File: src/logic/serial_port_pkg.sv
// Overview of operation
// Three-bit sync serial level, zero disables
// Three-bit async serial level, zero disables
// Equal levels: sync serial request wins
// Vector resets to uninitialized value
// Software loads user vector at init
// Acknowledge drives vector, lsb marks source
// Vector lsb ignores writes, reads one
// Port data drives outputs, reads pins
// Assignment bit picks GPIO or sync serial
// Assignment bits map to serial pin functions
// Pin 2 becomes clock when enabled; the code also needs assignment bit 2 set
// Pin 7 becomes transmit when enabled
// Direction bit: zero input, one output
// Data pins swap roles by mode
// Clock pin direction by mode
// Select 0 output, fault, or slave select
// Transmit forces output; receive always input
// Software writes data before direction
// Slave select starts a sync transfer
// Unimplemented bits ignore writes, read zero
// Reset clears levels and port data
package serial_port_pkg;

   // Register offsets
   localparam logic [7:0] ADDR_IRQ_LEVEL_VECTOR = 8'h04;
   localparam logic [7:0] ADDR_PORT_DATA        = 8'h14;
   localparam logic [7:0] ADDR_PIN_CTRL         = 8'h16;

   // Field positions
   localparam int SYNC_LVL_LSB  = 11;
   localparam int ASYNC_LVL_LSB = 8;
   localparam int VEC_LSB       = 1;
   localparam int ASSIGN_LSB    = 8;

   // Pin indices
   localparam int PIN_MISO = 0;
   localparam int PIN_MOSI = 1;
   localparam int PIN_SCK  = 2;
   localparam int PIN_CS0  = 3;
   localparam int PIN_TXD  = 7;

   // Values after reset
   localparam logic [2:0] LVL_RESET    = 3'h0;
   localparam logic [6:0] VEC_RESET    = 7'h07;
   localparam logic [7:0] PORT_RESET   = 8'h00;
   localparam logic [7:0] ASSIGN_RESET = 8'h00;
   localparam logic [7:0] DIR_RESET    = 8'h00;

   // Outputs of the sync serial engine toward the pins
   typedef struct packed {
      logic       dout;
      logic       sck;
      logic [3:0] cs_n;
   } sync_to_pins_t;

   // Pin-side inputs toward the sync serial engine
   typedef struct packed {
      logic din;
      logic sck;
      logic ss_n;
      logic ss_start;
      logic mode_fault;
   } pins_to_sync_t;

endpackage : serial_port_pkg

File: src/logic/serial_module_port_and_irq_ctrl.sv
`timescale 1ns/1ns
module serial_module_port_and_irq_ctrl (
   // Clock and reset
   input  wire logic                          clk,
   input  wire logic                          sys_rst,
   // Register port
   input  wire logic [7:0]                    addr,
   input  wire logic [15:0]                   wr_data,
   input  wire logic                          wr_strobe,
   input  wire logic                          rd_strobe,
   output logic      [15:0]                   rd_data,
   // Submodule status and requests
   input  wire logic                          sync_serial_enable,
   input  wire logic                          master_mode,
   input  wire logic                          async_tx_enable,
   input  wire logic                          async_tx_data,
   input  wire logic                          sync_irq_req,
   input  wire logic                          async_irq_req,
   input  wire serial_port_pkg::sync_to_pins_t sync_out,
   output serial_port_pkg::pins_to_sync_t      sync_in,
   output logic                               async_rx_data,
   // Interrupt request and acknowledge
   output logic      [2:0]                    irq_level,
   output logic                               irq_from_sync,
   input  wire logic                          iack,
   input  wire logic [2:0]                    iack_level,
   output logic      [7:0]                    vector_out,
   output logic                               vector_valid,
   // Port pins
   input  wire logic [7:0]                    pin_in,
   input  wire logic                          rxd_pin,
   output logic      [7:0]                    pin_out,
   output logic      [7:0]                    pin_oe
);

   logic [2:0]  sync_serial_irq_level;
   logic [2:0]  async_serial_irq_level;
   logic [6:0]  irq_vector_field;
   logic [7:0]  port_data;
   logic [7:0]  pin_assignment;
   logic [7:0]  pin_direction;
   logic [2:0]  next_sync_lvl;
   logic [2:0]  next_async_lvl;
   logic [6:0]  next_vec;
   logic [7:0]  next_port;
   logic [7:0]  next_assign;
   logic [7:0]  next_dir;
   logic [15:0] next_rd_data;

   // Register writes and read data
   always_comb begin
      next_sync_lvl  = sync_serial_irq_level;
      next_async_lvl = async_serial_irq_level;
      next_vec       = irq_vector_field;
      next_port      = port_data;
      next_assign    = pin_assignment;
      next_dir       = pin_direction;
      next_rd_data   = 16'h0000;
      if (wr_strobe) begin
         case (addr)
            serial_port_pkg::ADDR_IRQ_LEVEL_VECTOR: begin
               next_sync_lvl  = wr_data[serial_port_pkg::SYNC_LVL_LSB +: 3];
               next_async_lvl = wr_data[serial_port_pkg::ASYNC_LVL_LSB +: 3];
               next_vec       = wr_data[serial_port_pkg::VEC_LSB +: 7];
            end
            serial_port_pkg::ADDR_PORT_DATA: begin
               next_port = wr_data[7:0];
            end
            serial_port_pkg::ADDR_PIN_CTRL: begin
               next_assign = wr_data[serial_port_pkg::ASSIGN_LSB +: 8];
               next_dir    = wr_data[7:0];
            end
            default: begin
               next_port = port_data;
            end
         endcase
      end
      if (rd_strobe) begin
         case (addr)
            serial_port_pkg::ADDR_IRQ_LEVEL_VECTOR: begin
               next_rd_data = {2'h0, sync_serial_irq_level,
                               async_serial_irq_level, irq_vector_field,
                               1'h1};
            end
            serial_port_pkg::ADDR_PORT_DATA: begin
               next_rd_data = {8'h00, pin_in};
            end
            serial_port_pkg::ADDR_PIN_CTRL: begin
               next_rd_data = {pin_assignment, pin_direction};
            end
            default: begin
               next_rd_data = 16'h0000;
            end
         endcase
      end
   end

   // Register storage
   always_ff @(posedge clk or posedge sys_rst) begin
      if (sys_rst) begin
         sync_serial_irq_level  <= serial_port_pkg::LVL_RESET;
         async_serial_irq_level <= serial_port_pkg::LVL_RESET;
         irq_vector_field       <= serial_port_pkg::VEC_RESET;
         port_data              <= serial_port_pkg::PORT_RESET;
         pin_assignment         <= serial_port_pkg::ASSIGN_RESET;
         pin_direction          <= serial_port_pkg::DIR_RESET;
         rd_data                <= 16'h0000;
      end else begin
         sync_serial_irq_level  <= next_sync_lvl;
         async_serial_irq_level <= next_async_lvl;
         irq_vector_field       <= next_vec;
         port_data              <= next_port;
         pin_assignment         <= next_assign;
         pin_direction          <= next_dir;
         rd_data                <= next_rd_data;
      end
   end

   logic [2:0] sync_eff;
   logic [2:0] async_eff;
   logic [2:0] next_irq_level;
   logic       next_from_sync;
   logic [7:0] next_vector;
   logic       next_vector_valid;

   // Priority between the two submodules and vector supply
   always_comb begin
      sync_eff  = sync_irq_req ? sync_serial_irq_level : 3'h0;
      async_eff = async_irq_req ? async_serial_irq_level : 3'h0;
      if (sync_eff != 3'h0 && sync_eff >= async_eff) begin
         next_irq_level = sync_eff;
         next_from_sync = 1'b1;
      end else begin
         next_irq_level = async_eff;
         next_from_sync = 1'b0;
      end
      next_vector       = vector_out;
      next_vector_valid = 1'b0;
      if (iack && iack_level == irq_level && irq_level != 3'h0) begin
         next_vector       = {irq_vector_field, irq_from_sync};
         next_vector_valid = 1'b1;
      end
   end

   // Interrupt state
   always_ff @(posedge clk or posedge sys_rst) begin
      if (sys_rst) begin
         irq_level     <= 3'h0;
         irq_from_sync <= 1'b0;
         vector_out    <= 8'h00;
         vector_valid  <= 1'b0;
      end else begin
         irq_level     <= next_irq_level;
         irq_from_sync <= next_from_sync;
         vector_out    <= next_vector;
         vector_valid  <= next_vector_valid;
      end
   end

   logic [7:0]                     sync_own;
   logic [7:0]                     next_pin_out;
   logic [7:0]                     next_pin_oe;
   logic                           cs0_prev;
   logic                           fault_cond;
   logic                           fault_prev;
   serial_port_pkg::pins_to_sync_t next_sync_in;

   // Ownership: assignment and enable, never for the transmit pin
   always_comb begin
      sync_own = pin_assignment & {8{sync_serial_enable}};
      sync_own[serial_port_pkg::PIN_TXD] = 1'b0;
   end

   // Pin drive for general-purpose and upper chip selects
   genvar g;
   generate
      for (g = 4; g < 7; g++) begin : g_cs
         always_comb begin
            if (sync_own[g]) begin
               next_pin_out[g] = sync_out.cs_n[g-3];
               next_pin_oe[g]  = master_mode & pin_direction[g];
            end else begin
               next_pin_out[g] = port_data[g];
               next_pin_oe[g]  = pin_direction[g];
            end
         end
      end
   endgenerate

   // Pin drive for the data, clock, select 0 and transmit pins
   always_comb begin
      next_pin_out[3:0] = port_data[3:0];
      next_pin_oe[3:0]  = pin_direction[3:0];
      if (sync_own[serial_port_pkg::PIN_MISO]) begin
         next_pin_out[0] = sync_out.dout;
         next_pin_oe[0]  = !master_mode & pin_direction[0];
      end
      if (sync_own[serial_port_pkg::PIN_MOSI]) begin
         next_pin_out[1] = sync_out.dout;
         next_pin_oe[1]  = master_mode & pin_direction[1];
      end
      if (sync_own[serial_port_pkg::PIN_SCK]) begin
         next_pin_out[2] = sync_out.sck;
         next_pin_oe[2]  = master_mode & pin_direction[2];
      end
      if (sync_own[serial_port_pkg::PIN_CS0]) begin
         next_pin_out[3] = sync_out.cs_n[0];
         next_pin_oe[3]  = master_mode & pin_direction[3];
      end
      if (async_tx_enable) begin
         next_pin_out[7] = async_tx_data;
         next_pin_oe[7]  = 1'b1;
      end else begin
         next_pin_out[7] = port_data[7];
         next_pin_oe[7]  = pin_direction[7];
      end
   end

   // Inputs toward the sync serial engine
   always_comb begin
      next_sync_in = '0;
      next_sync_in.ss_n = 1'b1;
      if (master_mode) begin
         next_sync_in.din = sync_own[0] & !pin_direction[0] & pin_in[0];
      end else begin
         next_sync_in.din = sync_own[1] & !pin_direction[1] & pin_in[1];
         if (sync_own[2] && !pin_direction[2]) begin
            next_sync_in.sck = pin_in[2];
         end
         if (sync_own[3] && !pin_direction[3]) begin
            next_sync_in.ss_n = pin_in[3];
         end
      end
      next_sync_in.ss_start = cs0_prev & !next_sync_in.ss_n;
      fault_cond = master_mode & sync_own[3] & !pin_direction[3]
                   & !pin_in[3];
      next_sync_in.mode_fault = fault_cond & !fault_prev;
   end

   // Pin and engine-side registers
   always_ff @(posedge clk or posedge sys_rst) begin
      if (sys_rst) begin
         pin_out       <= 8'h00;
         pin_oe        <= 8'h00;
         sync_in       <= '{din: 1'b0, sck: 1'b0, ss_n: 1'b1,
                            ss_start: 1'b0, mode_fault: 1'b0};
         cs0_prev      <= 1'b1;
         fault_prev    <= 1'b0;
         async_rx_data <= 1'b1;
      end else begin
         pin_out       <= next_pin_out;
         pin_oe        <= next_pin_oe;
         sync_in       <= next_sync_in;
         cs0_prev      <= next_sync_in.ss_n;
         fault_prev    <= fault_cond;
         async_rx_data <= rxd_pin;
      end
   end
endmodule : serial_module_port_and_irq_ctrl

File: config.mk
export PLATFORM = sky130hd
export DESIGN_NAME = serial_module_port_and_irq_ctrl
export DESIGN_NICKNAME = d
export VERILOG_FILES = /design/src/logic/serial_port_pkg.sv /design/src/logic/serial_module_port_and_irq_ctrl.sv
export SDC_FILE = /design/constraint.sdc
export NUM_CORES = 1
export LEC_CHECK = 0
export ABC_AREA = 1
export BUFFER_PORTS_ARGS = -buffer_cell sky130_fd_sc_hd__buf_2
export CAP_MARGIN = 15
export CORE_MARGIN = 2
export CORE_UTILIZATION = 45
export CTS_CLUSTER_SIZE = 8
export DETAILED_ROUTE_END_ITERATION = 16
export GPL_ROUTABILITY_DRIVEN = 0
export HOLD_SLACK_MARGIN = 0.1
export PLACE_DENSITY_LB_ADDON = 0.15
export SLEW_MARGIN = 20
export SYNTH_ARGS = -nofsm -noshare
export SYNTH_HDL_FRONTEND = slang
export SYNTH_SLANG_ARGS = --single-unit
export TNS_END_PERCENT = 100
File: constraint.sdc
create_clock -name clk -period 4.2 [get_ports clk]
set_input_delay 1.05 -clock clk [delete_from_list [all_inputs] [get_ports clk]]
set_output_delay 1.05 -clock clk [all_outputs]
set_load 0.02 [all_outputs]
==> flow_metrics.py, run 1 <==
metrics = {
    "clock_network": {
        "cts.clk_slew.worst_paths_ns": 0.08,
        "postCtsSetupRepairBufs": 0,
        "root_buffer": "clkbuf_8",
        "cts.path.max_buffers": 2,
        "cts_hold_buf": 0,
        "cts_buffers": 9,
        "ctsResizeCount": 0,
        "cts_tree": "done",
        "ctsHtreeMaxLevel": 3,
        "clkLatencyLatePin_ns": 0.36,
        "cts_sinks": 89,
    },
    "synth": {
        "synthTopCellsByArea": "dfrtp_1, nand2_1, nand3_1, o21ai_0, inv_1",
        "synthCells": 426,
        "synth_area_sq_um": 3887,
        "ys_seq_area_share_pct": 57.45,
        "synth_top_area_cell": "dfrtp_1",
        "synth_cell_types": 29,
        "yosys.area.top_type_share_pct": 54.07,
        "synth_fp_nets": 482,
        "yosysWarnings": 0,
        "ys_ff_latch": 89,
        "synth_area_per_cell_sq_um": 9.126,
    },
    "global_routing": {
        "antenna_found_initial": 0,
        "grt_use_total_pct": 20.40,
        "grt_max_degree": 43,
        "grt_pass1_vias": 3139,
        "overflow": 0,
        "grt_pass1_wl_mm": 15.36,
    },
    "route": {
        "routed_wl_mm": 9.248,
        "first_iter_violations": 139,
        "drc": 0,
        "wl_per_cell_microns": 14.54,
        "vias_per_cell": 5.027,
        "ant_nets": 0,
        "dr.pass1.iters": 4,
        "via_count": 3197,
    },
    "placed_design": {
        "io_buffers": 103,
        "dp_hpwl_mm": 6.803,
        "dpl_cell_area_sq_um": 4448,
    },
    "timing": {
        "rsz0062_at_grt": "no",
        "worst_slew_pin_slew_ns": 0.9295,
        "finalHoldViolCount": 0,
        "fin_crit_ns": 2.252,
        "setup_tns_ns": 0,
        "slew_headroom_pct": 37.96,
        "setup_viol": 0,
        "finalClockSkew_ns": 0.009656,
        "fmax_ghz": 0.4441,
        "report.final.slew_viol_count": 0,
        "post-route-period-util_pct": 53.61,
    },
    "layout": {
        "fin_nets": 582,
        "drive_above_1_share_pct": 27.31,
        "mostFrequentLayoutCell": "nand2_1",
        "finalInstanceArea_sq_um": 4644,
        "antennaDiodeCount": 0,
        "final_cell_mix": "nand2_1, buf_2, dfrtp_1",
        "synthToLayoutAreaGrowth_pct": 19.47,
    },
    "critical_path": {
        "end_kind": "register",
        "crit_arrival_ns": 2.54,
        "ff2ff_setup_slack_ns": 2.73,
        "required_ns": 4.49,
        "start_kind": "input pin",
        "worstSetupPathType": "in2reg",
        "path_max_fanout": 23,
    },
    "power": {
        "p_leak_nw": 2.650,
        "p_per_area_nw_per_um2": 364.3,
        "vdd.ir_drop.worst_mv": 0.1581,
    },
    "floorplanning": {
        "fp-row-count": 33,
        "ios": 104,
        "core_sq_um": 8299,
        "die_y_microns": 96.95,
        "start_util_pct": 46.84,
        "die-area_sq_um": 9398,
        "die_w_microns": 96.95,
    },
    "worst_hold_path": {
        "hp-class": "reg2reg",
    },
    "status": {
        "status": "completed",
    },
    "flow_run": {
        "maxCapViolCount": 0,
    },
}
cells by family (layout without fill, tap and decap cells):
family	count (synthesis)	after routing	synth area share, %
buf+inv	67	172	7.564
fa+ha+maj	3	3	0.9657
xor+xnor	1	1	0.2253
flops	89	89	57.45
compound gates	67	67	9.012
simple gates	199	199	24.78
worst max-delay path, stage by stage:
cell	delay [ns]
buf_2	0.10
inv_1	0.07
nand2_1	0.09
nor2_4	0.45
nand2_4	0.22
nor2_4	0.33
nand2_1	0.13
nand2_1	0.09
cells in the mapped netlist:
| cell | count |
|---|---|
| dfrtp_1 | 84 |
| o21bai_2 | 1 |
| or2_2 | 1 |
| clkinv_1 | 2 |
| inv_1 | 47 |
| nor2_8 | 3 |
| nor2_4 | 4 |
| nand3b_1 | 1 |
| nor2_2 | 1 |
| buf_2 | 7 |
| buf_6 | 3 |
| a21oi_1 | 14 |
| a31oi_1 | 7 |
| nor3_1 | 4 |
| inv_2 | 2 |
| nand2_4 | 3 |
| o21ai_0 | 36 |
| nor2_1 | 6 |
| buf_4 | 3 |
| clkbuf_1 | 3 |
| xor2_1 | 1 |
| nand3_1 | 48 |
| dfstp_2 | 5 |
| nand3_2 | 1 |
| ha_1 | 3 |
| nand4_1 | 10 |
| o21ai_1 | 9 |
| nand2_2 | 4 |
| nand2_1 | 113 |
flip-flops by register name (all words and copies together) (netlist names), 4 cells and up:
signal and flops:
sync_in 4, pin_direction 8, rd_data 16, pin_assignment 8
port_data 8, pin_out 8, pin_oe 8, irq_vector_field 7
vector_out 8
routing by layer:
metal,part of all wire [%],up-vias,track usage [%]
li1,-,1580,-
met1,46,1505,29.36
met2,47,98,31.04
met3,5.4,14,3.829
met4,1.5,0,7.367
met5,0,-,0
final cells by class:
| class | instances | area, sq um |
|---|---|---|
| flip-flops and latches | 89 | 2233 |
| fillers | 788 | 3655 |
| clock buffers | 12 | 145.1 |
| inverters | 51 | 192.7 |
| repair buffers | 105 | 530.5 |
| clock inverters | 4 | 51.30 |
| multi-input cells | 270 | 1360 |
| well taps | 105 | 131.4 |
per-stage QoR:
stage          worst slack (ns)  cells  total power [mW]  utilization (%)  hold WS, ns
6_report                  1.948    636             1.692            55.96       0.4167
5_1_grt                   1.770    636             1.764            55.96       0.4303
4_1_cts                   1.979    636             1.705            55.96       0.4180
3_5_place_dp              1.611    620             1.118            53.60       0.4066
3_3_place_gp              1.671    620             1.115            53.60       0.3980
2_1_floorplan            0.8514    426             1.038                -       0.3835
power by group:
part | switching, mW | leakage (nW) | internal [mW]
registers | 0.0233 | 1.11 | 0.898
clock network | 0.300 | 0.0970 | 0.293
logic | 0.120 | 1.45 | 0.0572
worst paths after layout:
| check | endpoint | cells past startpoint | startpoint |
|---|---|---|---|
| max | irq_vector_field[4] | 8 | addr[0] |
| min | sync_in[0] | 1 | fault_prev |
| max reg2reg | irq_level[2] | 7 | sync_serial_irq_level[2] |
| min reg2reg | sync_in[0] | 1 | fault_prev |
| max in group asynchronous | irq_vector_field[2] | 3 | sys_rst |
| min in group asynchronous | pin_out[3] | 2 | sys_rst |
Power figures use the tool's default switching activity.
==> run 2: changes to the inputs <==
clock period = 1.85 ns   (was 4.2 ns; I/O delays follow)
==> flow_metrics.py, run 2 (synthesized netlist as in run 1, its figures left out) <==
metrics = {
    "status": {
        "status": "completed",
    },
    "layout": {
        "largest_reg_flops": 16,
        "finalInstanceArea_sq_um": 4742,
        "synthToLayoutAreaGrowth_pct": 21.98,
        "antennaDiodeCount": 0,
        "regArea_sq_um": 2233,
        "multi_input_area_sq_um": 1360,
        "fill_cells": 777,
        "regMostFlops": "rd_data",
        "mostFrequentLayoutCell": "nand2_1",
        "drive_above_1_share_pct": 28.23,
        "final_cell_mix": "nand2_1, buf_2, dfrtp_1",
        "fin_nets": 593,
    },
    "critical_path": {
        "slowest_stage": "dfstp_2",
        "start_kind": "register",
        "crit_chain": "buf_2",
        "ff2ff_setup_slack_ns": 0.36,
        "worst-path-buf-inv": 1,
        "crit_arrival_ns": 1.03,
        "path_depth": 1,
        "required_ns": 1.39,
        "cp_top_family": "flip-flops",
        "worstSetupPathType": "reg2out",
        "cp-startpoint": "cs0_prev",
        "worstRegToRegCells": 7,
        "reg2reg_to": "irq_level[2]",
        "cpPeakStageDelay_ns": 0.53,
        "reg2reg_from": "sync_serial_irq_level[2]",
        "crit_end": "sync_in[2]",
        "path_max_fanout": 2,
        "end_kind": "output port",
    },
    "route": {
        "via_count": 3158,
        "ant_nets": 0,
        "first_iter_violations": 185,
        "wl_per_cell_microns": 14.42,
        "vias_per_cell": 4.881,
        "routed_wl_mm": 9.330,
        "wl_met2_mm": 4.388,
        "drc": 0,
        "wl_met3_microns": 371,
        "met1Wirelength_mm": 4.434,
        "dr.pass1.iters": 5,
        "routed.top_layer": "met4",
    },
    "timing": {
        "report.final.slew_viol_count": 0,
        "post-route-period-util_pct": 80.89,
        "finalHoldViolCount": 0,
        "rsz0062_at_grt": "no",
        "finalClockSkew_ns": 0.009279,
        "setup_viol": 0,
        "setup_tns_ns": 0,
        "worst_slew_pin_slew_ns": 0.4669,
        "fmax_ghz": 0.6682,
        "slew_headroom_pct": 68.84,
        "fin_crit_ns": 1.497,
    },
    "clock_network": {
        "clkLatencyLatePin_ns": 0.35,
        "postCtsSetupRepairBufs": 0,
        "cts_buffers": 9,
        "ctsHtreeMaxLevel": 3,
        "ctsResizeCount": 0,
        "cts_tree": "done",
        "root_buffer": "clkbuf_8",
        "cts.path.max_buffers": 2,
        "cts_sinks": 89,
        "cts.clk_slew.worst_paths_ns": 0.09,
        "cts_hold_buf": 1,
    },
    "placed_design": {
        "io_buffers": 103,
        "dpl_cell_area_sq_um": 4551,
        "dp_hpwl_mm": 7.125,
    },
    "floorplanning": {
        "core_sq_um": 8299,
        "die-area_sq_um": 9398,
        "fp-row-count": 33,
        "die_y_microns": 96.95,
        "die_w_microns": 96.95,
        "ios": 104,
        "start_util_pct": 46.84,
    },
    "global_routing": {
        "antenna_found_initial": 0,
        "overflow": 0,
        "grt_pass1_wl_mm": 15.96,
        "grt_use_total_pct": 20.92,
        "grt_pass1_vias": 3183,
        "grt_max_degree": 39,
    },
    "flow_run": {
        "maxCapViolCount": 0,
    },
    "power": {
        "p_leak_nw": 2.700,
        "report.power.total_mw": 3.804,
        "p_per_area_nw_per_um2": 802.2,
        "vdd.ir_drop.worst_mv": 0.4696,
    },
    "worst_hold_path": {
        "hp-class": "in2reg",
    },
}
-- run 2: cell count changes in the layout (fill, tap and decap cells not counted), sizes merged --
| cell | before | now |
|---|---|---|
| clkinvlp | 1 | 2 |
| dlygate4sd3 | 0 | 1 |
| inv | 49 | 48 |
| buf | 105 | 115 |
| clkinv | 4 | 3 |
| clkbuf | 12 | 13 |
-- run 2: area by class of cell --
class	instances	share of cell area, %
Clock buffer	13	2.929
Clock inverter	3	0.8971
Inverter	51	4.116
Multi-Input combinational cell	270	28.68
Sequential cell	89	47.10
Tap cell	105	2.770
Timing Repair Buffer	116	13.51
-- run 2: worst min path at each step --
stage               start  cells after the start       endpoint  slack (ns)
2_1_floorplan  fault_prev                      1     sync_in[0]        0.38
3_3_place_gp   fault_prev                      1     sync_in[0]        0.39
3_5_place_dp   fault_prev                      1     sync_in[0]        0.40
4_1_cts           rxd_pin                      1  async_rx_data        0.20
5_1_grt           rxd_pin                      1  async_rx_data        0.19
6_report          rxd_pin                      1  async_rx_data        0.21
-- run 2: where the power goes --
part | leakage (nW) | internal, mW | switching, mW
Clock | 0.0876 | 0.626 | 0.662
Sequential | 1.11 | 2.04 | 0.0520
Combinational | 1.51 | 0.146 | 0.280
Total | 2.70 | 2.81 | 0.993
-- run 2: stage by stage --
| stage | setup WS [ns] | std cells | hold slack (ns) | utilization, % |
|---|---|---|---|---|
| after floorplan | 0.3558 | 426 | 0.3835 | - |
| after global placement | 0.2153 | 630 | 0.3907 | 54.83 |
| after detailed placement | 0.1661 | 630 | 0.3957 | 54.83 |
| after CTS | 0.3373 | 647 | 0.1954 | 57.14 |
| after global routing | 0.1735 | 647 | 0.1919 | 57.14 |
| final | 0.3534 | 647 | 0.2124 | 57.14 |
-- run 2: routing by layer --
layer	vias up	GRT usage, %
met5	-	0
met4	0	6.176
met3	11	3.613
met2	72	33.07
met1	1482	29.84
li1	1593	-
==> run 3: changes to the inputs <==
clock period = 1.5 ns   (was 1.85 ns; I/O delays follow)
==> flow_metrics.py, run 3 (synthesized netlist as in run 1, its figures left out) <==
metrics = {
    "route": {
        "vias_per_cell": 4.964,
        "routed_wl_mm": 9.565,
        "dr.pass1.iters": 4,
        "routed.top_layer": "met4",
        "drc": 0,
        "met1Wirelength_mm": 4.367,
        "via_count": 3266,
        "first_iter_violations": 184,
        "wl_met2_mm": 4.600,
        "wl_per_cell_microns": 14.54,
        "wl_met3_microns": 430,
        "ant_nets": 0,
    },
    "critical_path": {
        "reg2reg_from": "sync_serial_irq_level[2]",
        "required_ns": 1.73,
        "crit_arrival_ns": 1.67,
        "end_kind": "register",
        "start_kind": "register",
        "path_max_fanout": 7,
        "worstSetupPathType": "reg2reg",
        "worstRegToRegCells": 8,
        "ff2ff_setup_slack_ns": 0.07,
        "reg2reg_to": "irq_level[1]",
    },
    "power": {
        "p_leak_nw": 2.764,
        "vdd.ir_drop.worst_mv": 0.6122,
        "report.power.total_mw": 4.622,
        "p_per_area_nw_per_um2": 952.3,
    },
    "timing": {
        "post-route-period-util_pct": 95.66,
        "setup_tns_ns": 0,
        "hold_slack_ns": 0.09311,
        "finalClockSkew_ns": 0.009121,
        "report.final.slew_viol_count": 0,
        "worst_slew_pin_slew_ns": 0.3400,
        "setup_viol": 0,
        "fin_crit_ns": 1.435,
        "finalHoldViolCount": 0,
        "slew_headroom_pct": 77.33,
        "fmax_ghz": 0.6969,
    },
    "layout": {
        "synthToLayoutAreaGrowth_pct": 24.85,
        "fin_nets": 604,
        "utilization_pct": 58.48,
        "largest_reg_flops": 16,
        "fin_cells": 658,
        "drive_above_1_share_pct": 30.92,
        "antennaDiodeCount": 0,
        "regMostFlops": "rd_data",
        "fill_cells": 793,
        "mostFrequentLayoutCell": "nand2_1",
        "final_cell_mix": "nand2_1, buf_2, dfrtp_1",
    },
    "global_routing": {
        "grt_max_degree": 65,
        "antenna_found_initial": 0,
        "overflow": 0,
        "grt_pass1_wl_mm": 16.01,
        "grt_use_total_pct": 21.24,
        "grt_pass1_vias": 3277,
    },
    "status": {
        "status": "completed",
    },
    "clock_network": {
        "cts_tree": "done",
        "cts.path.max_buffers": 2,
        "root_buffer": "clkbuf_8",
        "cts.clk_slew.worst_paths_ns": 0.10,
        "clkLatencyLatePin_ns": 0.35,
        "cts_sinks": 89,
        "ctsHtreeMaxLevel": 3,
        "cts_buffers": 9,
    },
    "floorplanning": {
        "start_util_pct": 46.84,
        "die_y_microns": 96.95,
        "ios": 104,
        "die-area_sq_um": 9398,
        "core_sq_um": 8299,
        "die_w_microns": 96.95,
        "fp-row-count": 33,
    },
    "placed_design": {
        "io_buffers": 103,
        "dp_hpwl_mm": 7.169,
        "placed_cells": 639,
    },
    "flow_run": {
        "maxCapViolCount": 0,
    },
    "worst_hold_path": {
        "hp-class": "in2async",
    },
}
[run 3: changes by cell type in the layout (fill, tap and decap cells not counted), moves of 2 or more]
cell | previous run | this run
clkbuf_1 | 4 | 1
inv_6 | 0 | 3
nand2_1 | 113 | 111
buf_4 | 10 | 20
clkinv_4 | 0 | 2
nand2_2 | 4 | 6
[run 3: worst max path at each step]
stage                                      endpoint                     start  cells after the start  slack (ns)
after floorplan           async_serial_irq_level[0]                   sys_rst                      1        0.09
after global placement                 irq_level[1]              sync_irq_req                      8       -0.01
after detailed placement               irq_level[1]              sync_irq_req                      9       -0.07
after CTS                              irq_level[0]  sync_serial_irq_level[2]                      8       0.005
after global routing                   irq_level[2]  sync_serial_irq_level[2]                      8       -0.06
final                                  irq_level[1]  sync_serial_irq_level[2]                      8        0.07
[run 3: layout make-up]
class	count	area, sq um	area share [%]
inverter	51	195.2	4.022
tap	105	131.4	2.707
sequential	89	2233	46.02
clock inverter	6	48.80	1.005
timing repair buffer	127	735.7	15.16
clock buffer	10	127.6	2.630
multi-input combinational	270	1381	28.46
[run 3: repair_timing]
action                                 CTS  global route
hold buffers                             1             0
endpoints found under the hold margin    1             0
resized for setup                        0             4
buffers inserted                         0             2
setup endpoints to repair                0             4
[run 3: worst max-delay path, stage by stage, from the launching register on]
cell and delay [ns]:
dfrtp_1 0.40, nand2_1 0.12, inv_1 0.09, ha_4 0.28, nand3_1 0.07, nand3_1 0.10, nand2_2 0.10, nand2_1 0.09
o21ai_0 0.08
[run 3: metrics by stage]
stage	instance area, sq um	worst slack, ns
finish	4853	0.06514
global route	4853	-0.06298
CTS	4817	0.005437
detailed placement	4631	-0.06950
global placement	4631	-0.01367
floorplan	3891	0.09334
[run 3: routing by layer]
metal	up-vias	global-route usage [%]
met5	-	0
met4	0	7.367
met3	12	3.107
met2	86	33.81
met1	1539	29.96
li1	1629	-
[run 3: power breakdown]
part / switching [mW] / total [mW] / internal [mW]
clock network: 0.888 / 1.51 / 0.624
logic: 0.342 / 0.528 / 0.185
registers: 0.0676 / 2.58 / 2.52
